--- src/verilog/xbus_cs_pkg.sv ---
// Constants for the expansion bus chip select and mode configuration block
package xbus_cs_pkg;
  // Register indices and their Avalon byte addresses (index times four)
  localparam logic [7:0] IDX_CS3_HIGH = 8'h66;
  localparam logic [7:0] IDX_CS3_LOW = 8'h67;
  localparam logic [7:0] IDX_MODE_SEL = 8'hf0;
  localparam int ADDR_W = 12;
  localparam logic [ADDR_W-1:0] ADDR_CS3_HIGH = {2'h0, IDX_CS3_HIGH, 2'h0};
  localparam logic [ADDR_W-1:0] ADDR_CS3_LOW = {2'h0, IDX_CS3_LOW, 2'h0};
  localparam logic [ADDR_W-1:0] ADDR_MODE_SEL = {2'h0, IDX_MODE_SEL, 2'h0};

  // Field positions
  localparam int LOW_PROTECT_BIT = 1;
  localparam int LOW_DISABLE_BIT = 0;
  localparam int MODE_BIT = 0;
  localparam int WIDTH_LSB = 2;
  localparam int MODE_PROTECT_BIT = 7;

  // Values after reset
  localparam logic [7:0] CS3_HIGH_RESET = 8'h00;
  localparam logic [7:0] CS3_LOW_RESET = 8'h00;
  localparam logic [7:0] MODE_SEL_RESET = 8'h00;

  // Permitted window for the programmed base (upper nibble must be zero)
  localparam logic [15:0] BASE_MIN = 16'h0100;
  localparam logic [15:0] BASE_MAX = 16'h0ffc;

  // Strobe widths and their cycle counts, least times rounded up
  localparam int CLK_PERIOD_NS = 100;
  localparam int STROBE_00_NS = 180;
  localparam int STROBE_01_NS = 300;
  localparam int STROBE_10_NS = 420;
  localparam int STROBE_11_NS = 540;
  localparam logic [2:0] STROBE_00_CYC = 3'((STROBE_00_NS + CLK_PERIOD_NS - 1) / CLK_PERIOD_NS);
  localparam logic [2:0] STROBE_01_CYC = 3'((STROBE_01_NS + CLK_PERIOD_NS - 1) / CLK_PERIOD_NS);
  localparam logic [2:0] STROBE_10_CYC = 3'((STROBE_10_NS + CLK_PERIOD_NS - 1) / CLK_PERIOD_NS);
  localparam logic [2:0] STROBE_11_CYC = 3'((STROBE_11_NS + CLK_PERIOD_NS - 1) / CLK_PERIOD_NS);

  // Expansion cycle sequencer states
  typedef enum logic {
    CYC_IDLE,
    CYC_STROBE
  } cycle_state_type;
endpackage

--- src/verilog/xbus_chip_select_config.sv ---
// Expansion bus chip select three decode, mode selection and strobe stretching
//
// The Avalon-MM register port was left to the implementer.
`timescale 1ns/1ps
`default_nettype none

module xbus_chip_select_config (
  input wire logic clk_sys_i,
  input wire logic reset_i,
  input wire logic ce_i,
  input wire logic standby_power_on_reset_i,
  input wire logic hard_reset_i,
  input wire logic soft_reset_i,
  input wire logic [xbus_cs_pkg::ADDR_W-1:0] avs_address_i,
  input wire logic avs_read_i,
  input wire logic avs_write_i,
  input wire logic [31:0] avs_writedata_i,
  input wire logic [3:0] avs_byteenable_i,
  output logic [31:0] avs_readdata_o,
  output logic avs_waitrequest_o,
  input wire logic io_start_i,
  input wire logic [15:0] io_addr_i,
  input wire logic io_write_i,
  output logic lpc_wait_o,
  output logic lpc_done_o,
  output logic expansion_select_three_n_o,
  output logic xbus_read_n_o,
  output logic xbus_write_n_o,
  output logic mode_two_o
);
  import xbus_cs_pkg::*;

  typedef struct packed {
    logic [7:0] base_high;
    logic [5:0] base_low;
    logic protect_cs3;
    logic disable_cs3;
    logic mode2;
    logic [1:0] width_sel;
    logic protect_mode;
    cycle_state_type state;
    logic [2:0] count;
    logic select_n;
    logic read_n;
    logic write_n;
    logic wait_sync;
    logic done;
    logic waitreq;
    logic [7:0] rdata;
  } state_type;

  state_type st;
  state_type next_st;

  logic [15:0] base_addr;
  logic base_valid;
  logic hit;
  logic bus_take;
  logic wr_byte;
  logic [7:0] wdata;
  logic [2:0] width_cycles;
  logic [7:0] low_view;
  logic [7:0] mode_view;

  // Decode of the programmed base against the incoming I/O address
  assign base_addr = {st.base_high, st.base_low, 2'b00};
  assign base_valid = (base_addr >= BASE_MIN) && (base_addr <= BASE_MAX);
  assign hit = !st.mode2 && !st.disable_cs3 && base_valid
    && (io_addr_i[15:2] == base_addr[15:2]);

  // Bus access is taken on the edge where waitrequest is seen low
  assign bus_take = (avs_read_i || avs_write_i) && !st.waitreq;
  assign wr_byte = bus_take && avs_write_i && avs_byteenable_i[0];
  assign wdata = avs_writedata_i[7:0];

  // Register read views, reserved bits forced to zero
  assign low_view = {st.base_low, st.protect_cs3, st.disable_cs3};
  assign mode_view = {st.protect_mode, 3'b000, st.width_sel, 1'b0, st.mode2};

  // Strobe length from the width selection
  always_comb begin
    unique case (st.width_sel)
      2'b00: width_cycles = STROBE_00_CYC;
      2'b01: width_cycles = STROBE_01_CYC;
      2'b10: width_cycles = STROBE_10_CYC;
      2'b11: width_cycles = STROBE_11_CYC;
    endcase
  end

  // Next state of the whole block
  always_comb begin
    next_st = st;
    next_st.done = 1'b0;

    // Bus handshake: one idle cycle with waitrequest high, then one low
    next_st.waitreq = 1'b1;
    if ((avs_read_i || avs_write_i) && st.waitreq) begin
      next_st.waitreq = 1'b0;
      unique case (avs_address_i)
        ADDR_CS3_HIGH: next_st.rdata = st.base_high;
        ADDR_CS3_LOW: next_st.rdata = low_view;
        ADDR_MODE_SEL: next_st.rdata = mode_view;
        default: next_st.rdata = 8'h00;
      endcase
    end

    // Register writes; unmapped addresses are ignored
    if (wr_byte && !st.protect_cs3) begin
      if (avs_address_i == ADDR_CS3_HIGH) begin
        next_st.base_high = wdata;
      end
      if (avs_address_i == ADDR_CS3_LOW) begin
        next_st.base_low = wdata[7:2];
        next_st.disable_cs3 = wdata[LOW_DISABLE_BIT];
        next_st.protect_cs3 = wdata[LOW_PROTECT_BIT];
      end
    end
    if (wr_byte && !st.protect_mode && avs_address_i == ADDR_MODE_SEL) begin
      next_st.mode2 = wdata[MODE_BIT];
      next_st.width_sel = wdata[WIDTH_LSB+:2];
      next_st.protect_mode = wdata[MODE_PROTECT_BIT];
    end

    // Soft reset clears the base registers but keeps the protect bit
    if (soft_reset_i) begin
      next_st.base_high = CS3_HIGH_RESET;
      next_st.base_low = CS3_LOW_RESET[7:2];
      next_st.disable_cs3 = CS3_LOW_RESET[LOW_DISABLE_BIT];
    end

    // Hard and standby resets also drop both protect bits
    if (hard_reset_i || standby_power_on_reset_i) begin
      next_st.base_high = CS3_HIGH_RESET;
      next_st.base_low = CS3_LOW_RESET[7:2];
      next_st.disable_cs3 = CS3_LOW_RESET[LOW_DISABLE_BIT];
      next_st.protect_cs3 = CS3_LOW_RESET[LOW_PROTECT_BIT];
      next_st.protect_mode = MODE_SEL_RESET[MODE_PROTECT_BIT];
    end

    // Only the standby reset returns the mode and width to default
    if (standby_power_on_reset_i) begin
      next_st.mode2 = MODE_SEL_RESET[MODE_BIT];
      next_st.width_sel = MODE_SEL_RESET[WIDTH_LSB+:2];
    end

    // Expansion cycle: select and strobe held for the chosen width
    unique case (st.state)
      CYC_IDLE: begin
        if (io_start_i && hit) begin
          next_st.state = CYC_STROBE;
          next_st.count = width_cycles - 3'd1;
          next_st.select_n = 1'b0;
          next_st.read_n = io_write_i;
          next_st.write_n = !io_write_i;
          next_st.wait_sync = 1'b1;
        end
      end
      CYC_STROBE: begin
        if (st.count == 3'd0) begin
          next_st.state = CYC_IDLE;
          next_st.select_n = 1'b1;
          next_st.read_n = 1'b1;
          next_st.write_n = 1'b1;
          next_st.wait_sync = 1'b0;
          next_st.done = 1'b1;
        end else begin
          next_st.count = st.count - 3'd1;
        end
      end
    endcase
  end

  // State register; the clock enable freezes everything
  always_ff @(posedge clk_sys_i or posedge reset_i) begin
    if (reset_i) begin
      st <= '0;
      st.state <= CYC_IDLE;
      st.select_n <= 1'b1;
      st.read_n <= 1'b1;
      st.write_n <= 1'b1;
      st.waitreq <= 1'b1;
    end else if (ce_i) begin
      st <= next_st;
    end
  end

  // Outputs straight from the state register
  assign avs_readdata_o = {24'h000000, st.rdata};
  assign avs_waitrequest_o = st.waitreq;
  assign lpc_wait_o = st.wait_sync;
  assign lpc_done_o = st.done;
  assign expansion_select_three_n_o = st.select_n;
  assign xbus_read_n_o = st.read_n;
  assign xbus_write_n_o = st.write_n;
  assign mode_two_o = st.mode2;

  // Helper: cycles the strobe has been low in the current cycle
  logic [3:0] low_cycles;
  always_ff @(posedge clk_sys_i or posedge reset_i) begin
    if (reset_i) begin
      low_cycles <= 4'h0;
    end else if (ce_i) begin
      if (!st.select_n) begin
        low_cycles <= low_cycles + 4'h1;
      end else begin
        low_cycles <= 4'h0;
      end
    end
  end

  // A hit in mode 1 asserts the select on the next enabled edge
  sel_on_hit_a: assert property (
    @(posedge clk_sys_i) disable iff (reset_i)
    ce_i && st.state == CYC_IDLE && io_start_i && hit
    |=> !expansion_select_three_n_o && lpc_wait_o)
    else $error("select not asserted after a matching cycle");

  // A disabled select never asserts
  sel_disabled_a: assert property (
    @(posedge clk_sys_i) disable iff (reset_i)
    ce_i && st.state == CYC_IDLE && io_start_i && st.disable_cs3
    |=> expansion_select_three_n_o)
    else $error("disabled select asserted");

  // Mode 2 does not use the base registers
  mode_two_quiet_a: assert property (
    @(posedge clk_sys_i) disable iff (reset_i)
    ce_i && st.state == CYC_IDLE && io_start_i && mode_two_o
    |=> expansion_select_three_n_o)
    else $error("select asserted in mode 2");

  // A base outside the permitted window decodes nothing
  base_range_a: assert property (
    @(posedge clk_sys_i) disable iff (reset_i)
    ce_i && st.state == CYC_IDLE && io_start_i && !base_valid
    |=> expansion_select_three_n_o)
    else $error("out of range base decoded");

  // Protected base registers ignore a taken write
  base_locked_a: assert property (
    @(posedge clk_sys_i) disable iff (reset_i)
    ce_i && st.protect_cs3 && avs_write_i && !avs_waitrequest_o
    && !soft_reset_i && !hard_reset_i && !standby_power_on_reset_i
    |=> $stable(st.base_high) && $stable(st.base_low))
    else $error("protected base register changed");

  // The base protect bit survives soft reset and software writes
  protect_sticky_a: assert property (
    @(posedge clk_sys_i) disable iff (reset_i)
    st.protect_cs3 && !hard_reset_i && !standby_power_on_reset_i
    |=> st.protect_cs3)
    else $error("base protect bit cleared");

  // A locked mode register holds mode, width and lock
  mode_locked_a: assert property (
    @(posedge clk_sys_i) disable iff (reset_i)
    st.protect_mode && !hard_reset_i && !standby_power_on_reset_i
    |=> st.protect_mode && $stable(st.width_sel) && $stable(mode_two_o))
    else $error("locked mode register changed");

  // A taken mode write updates the mode bit when unlocked
  mode_write_a: assert property (
    @(posedge clk_sys_i) disable iff (reset_i)
    ce_i && !st.protect_mode && avs_write_i && !avs_waitrequest_o
    && avs_byteenable_i[0] && avs_address_i == ADDR_MODE_SEL
    && !standby_power_on_reset_i
    |=> mode_two_o == $past(avs_writedata_i[0]))
    else $error("mode bit not written");

  // Reserved mode bits read back as zero
  reserved_zero_a: assert property (
    @(posedge clk_sys_i) disable iff (reset_i)
    ce_i && avs_read_i && avs_waitrequest_o && avs_address_i == ADDR_MODE_SEL
    |=> avs_readdata_o[6:4] == 3'b000 && avs_readdata_o[1] == 1'b0)
    else $error("reserved mode bits not zero");

  // The strobe lasts at least the selected width before completion
  strobe_width_a: assert property (
    @(posedge clk_sys_i) disable iff (reset_i)
    $rose(lpc_done_o) |-> low_cycles >= {1'b0, width_cycles})
    else $error("strobe shorter than selected width");

  // Wait syncs end only together with completion
  wait_release_a: assert property (
    @(posedge clk_sys_i) disable iff (reset_i)
    $fell(lpc_wait_o) |-> lpc_done_o && expansion_select_three_n_o)
    else $error("wait released without completion");

  // Longest width at full enable holds the select six cycles
  long_strobe_a: assert property (
    @(posedge clk_sys_i) disable iff (reset_i)
    ce_i && st.state == CYC_IDLE && io_start_i && hit && st.width_sel == 2'b11
    ##1 ce_i [*6]
    |-> !expansion_select_three_n_o && $past(expansion_select_three_n_o, 5) == 1'b0
    ##1 expansion_select_three_n_o)
    else $error("longest strobe not six cycles");

  // Bus answers with waitrequest low for one cycle
  bus_answer_a: assert property (
    @(posedge clk_sys_i) disable iff (reset_i)
    ce_i && (avs_read_i || avs_write_i) && avs_waitrequest_o
    |=> !avs_waitrequest_o ##1 (avs_waitrequest_o || !$past(ce_i)))
    else $error("bus answer timing wrong");

endmodule
`default_nettype wire

--- config.mk ---
export PLATFORM = sky130hd
export DESIGN_NAME = xbus_chip_select_config
export DESIGN_NICKNAME = d
export VERILOG_FILES = /design/src/verilog/xbus_cs_pkg.sv /design/src/verilog/xbus_chip_select_config.sv
export SDC_FILE = /design/constraint.sdc
export NUM_CORES = 1
export LEC_CHECK = 0
export ABC_AREA = 1
export BUFFER_PORTS_ARGS = -buffer_cell sky130_fd_sc_hd__buf_2
export CAP_MARGIN = 20
export CORE_UTILIZATION = 51
export DETAILED_ROUTE_END_ITERATION = 10
export PLACE_DENSITY_LB_ADDON = 0.08
export SLEW_MARGIN = 20
export SYNTH_ARGS = -nofsm -noshare
export SYNTH_HDL_FRONTEND = slang
export SYNTH_SLANG_ARGS = --single-unit
--- constraint.sdc ---
create_clock -name clk_sys_i -period 2.3 [get_ports clk_sys_i]
set_clock_uncertainty 0.2 [all_clocks]
set_input_delay 0.23 -clock clk_sys_i [delete_from_list [all_inputs] [get_ports clk_sys_i]]
set_output_delay 0.23 -clock clk_sys_i [all_outputs]
set_load 0.03 [all_outputs]
==> results.sh <==
export IMPL_buffer_ports_inserted=59
export IMPL_ys_dominant_reg_cell="dfrtp_1"
export IMPL_netlist_area_um2=2530
export IMPL_groute_usage_overall=0.214
export IMPL_synth_yosys_warnings=0
export IMPL_combinational_family_with_the_most_area_after_synthesis="simple AND/OR/NAND/NOR gates"
export IMPL_multi_input_comb_area_um2=1220
export IMPL_synth_async_reset_ratio=1.00
export IMPL_ff_latch_area_um2=956
export IMPL_yosys_mux_area_fraction=0
export IMPL_cts_tree="built"
export IMPL_final_hold_violation_count=0
export IMPL_detail_route_iter0_violations=131
export IMPL_antenna_violations_before_repair=0
export IMPL_critical_path_peak_fanout=9
export IMPL_first_global_vias=1869
export IMPL_fp_dieW_um=72.4
export IMPL_start_util=0.531
export IMPL_synth_yosys_seq_area_share=0.378
export IMPL_number_of_enable_flip_flop_cells_after_synthesis=0
export IMPL_postRouteAntennaNets=0
export IMPL_p_leak_nw=1.59
export IMPL_critical_path_max_stage_delay_ns=0.40
export IMPL_route_detailed_vias_per_inst=4.62
export IMPL_run_status="complete, no violations"
export IMPL_timing_final_crit_share=0.809
export IMPL_design_die_area_um2=5240
export IMPL_clkLatencyLatePin_ns=0.29
export IMPL_first_drt_pass_iteration_count=4
export IMPL_cts_htree_levels=2
export IMPL_dr_total_vias=2195
export IMPL_worstSetupPathType="register to register"
export IMPL_max_freq_ghz=0.538
export IMPL_layout_common_cells="nand2_1, buf_2, inv_1"
export IMPL_cts_root_buffer_cell="clkbuf_8"
export IMPL_cts_setup_buffers=0
export IMPL_boundaryPins=113
export IMPL_synthAdderAreaFrac=0.0248
export IMPL_timing_max_transition_violations_final=0
export IMPL_netlist_top_cell_by_area="dfrtp_1"
export IMPL_clk_pin_slew_worst_paths_ns=0.07
export IMPL_hpwlAfterDp_mm=4.07
export IMPL_synth_top_cells_by_area="dfrtp_1, nand2_1, buf_4, inv_1, dfstp_2"
export IMPL_timing_critical_path_to_type="register"
export IMPL_final_setup_viols=0
export IMPL_worst_hold_path_type="primary input to register"
export IMPL_post_synthesis_sequential_element_count=38
export IMPL_cts_path_max_buffers=2
export IMPL_route_final_wire_length_mm=5.22
export IMPL_final_cells=475
export IMPL_vdd_ir_drop_worst_uv=354
export IMPL_final_net_count=486
export IMPL_yosys_area_top_type_share=0.337
export IMPL_tritoncts_num_sinks=38
export IMPL_synthXorXnorAreaFrac=0.0139
export IMPL_n_fill_cell=482
export IMPL_core_area_um2=4750
export IMPL_worstPathCellList="inv_1 > nand2_1 > nor2_1 > nand2_1 > nor2_1 > nand2_1 > nor2_4 > nand3_2 > nand2_2 > nand2_1 > nand2_1"
export IMPL_num_cts_buffers=5
export IMPL_layout_drive_gt1_share=0.221
export IMPL_synth_avg_cell_area_um2=7.28
export IMPL_antenna_diode_count=0
export IMPL_power_density_nw_per_um2=541
export IMPL_critical_path_required_ns=2.33
export IMPL_drc=0
export IMPL_worst_path_most_repeated_cell="nand2_1"
export IMPL_syn_instance_count=347
export IMPL_maxCapViolations=0
export IMPL_simple_gate_area_share_of_the_yosys_netlist=0.335
export IMPL_setup_repair_after_global_routing_missed_its_margin="no"
export IMPL_synth_lib_cells_used_distinct=29
export IMPL_critical_path_arrival_ns=1.89
export IMPL_area_delta_synth_final_pct=14.3
export IMPL_grt_first_pass_wirelength_mm=8.60
export IMPL_synth_compound_area_share=0.0753
export IMPL_std_cell_rows=25
export IMPL_cp_slowest_cell="dfrtp_1"
export IMPL_gp_congestion=0.838
export IMPL_wl_per_cell_um=11.0
export IMPL_cp_start_kind="register"
export IMPL_totalPowerFinal_w=0.00156
export IMPL_grt_start_max_net_pins=39
export IMPL_placed_cells_incl_taps=463
export IMPL_min_period_ns=1.86
export IMPL_global_route_overflow_total=0
export IMPL_die_height_um=72.4
export IMPL_number_of_instances_resized_during_post_cts_repair=0
export IMPL_final_setup_tns_ns=0
export IMPL_layout_cells_most_common="nand2_1"
sequential cells by signal (all words and copies together), names as in the netlist:
signal,cells
mode_two_o,1
mode_view,3
lpc_done_o,1
base_addr,14
avs_readdata_o,8
avs_waitrequest_o,1
xbus_write_n_o,1
st,4
expansion_select_three_n_o,1
lpc_wait_o,1
xbus_read_n_o,1
low_view,2
per-stage QoR:
step	instance area (µm²)	setup WS [ns]	hold WS, ns	utilization
6_report	2890	0.440	0.00981	0.607
4_1_cts	2890	0.476	0.00568	0.607
5_1_grt	2890	0.223	0.0237	0.607
3_5_place_dp	2740	0.501	0.172	0.576
2_1_floorplan	2610	0.606	0.175	-
3_3_place_gp	2740	0.504	0.168	0.576
layer usage:
metal | part of all wire | track usage | routed length [µm] | vias up
met4 | 0.0096 | 0.0784 | 50 | 0
met1 | 0.51 | 0.306 | 2670 | 965
met3 | 0.051 | 0.0347 | 266 | 5
met2 | 0.43 | 0.327 | 2240 | 74
met5 | 0 | 0 | 0 | -
li1 | - | - | - | 1151
cell families (layout without fill, tap and decap cells):
group,count (synthesis),count (layout)
and+or+nand+nor,187,187
buffers and inverters,78,116
DFF,38,38
AOI/OAI and AO/OA,34,34
adders and majority gates,5,5
xor gates and xnor gates,4,4
other,1,24
synthesized netlist by cell type (3+ instances only):
master	count
buf_4	33
dfrtp_1	34
dfstp_2	4
ha_1	5
inv_1	42
nand2_1	122
nand2_2	3
nand3_1	19
nand3_2	3
nand4_1	5
nor2_1	20
nor2_4	3
nor3_1	4
o211ai_1	5
o21ai_0	8
o21ai_1	15
o22ai_1	3
xor2_1	4
cell type report:
type                            count  area share
Inverter                           43      0.0559
Sequential cell                    38       0.331
Multi-Input combinational cell    254       0.424
Clock inverter                      2      0.0130
Clock buffer                        6      0.0251
Timing Repair Buffer               65       0.121
Tap cell                           67      0.0290
critical path, delay by kind of cell, from the launching register on:
| family | cells | cell delay (ns) |
|---|---|---|
| simple gates | 10 | 1.09 |
| flops | 1 | 0.40 |
| buf+inv | 1 | 0.12 |
report_power, final:
group          internal (W)  switching [W]
sequential         0.000697      0.0000253
combinational     0.0000851       0.000193
clock              0.000323       0.000237
path summary, 6_finish.rpt:
path                                             from  cells past startpoint                         end  slack, ns
setup / recovery                        base_addr[14]                     11                      st[14]       0.44
hold reg to reg            expansion_select_three_n_o                      2  expansion_select_three_n_o       0.27
hold / removal                     avs_writedata_i[2]                      3                mode_view[2]       0.01
setup reg to reg                        base_addr[14]                     11                      st[14]       0.44
max in group asynchronous                     reset_i                      4              xbus_write_n_o       1.16
min in group asynchronous                     reset_i                      4                  lpc_wait_o       0.39
repair_timing:
item / in CTS / in global routing
endpoints found under the hold margin: 37 / 0
setup endpoints to repair: 0 / 0
hold buffers: 4 / 0
Power figures use the tool's default switching activity.
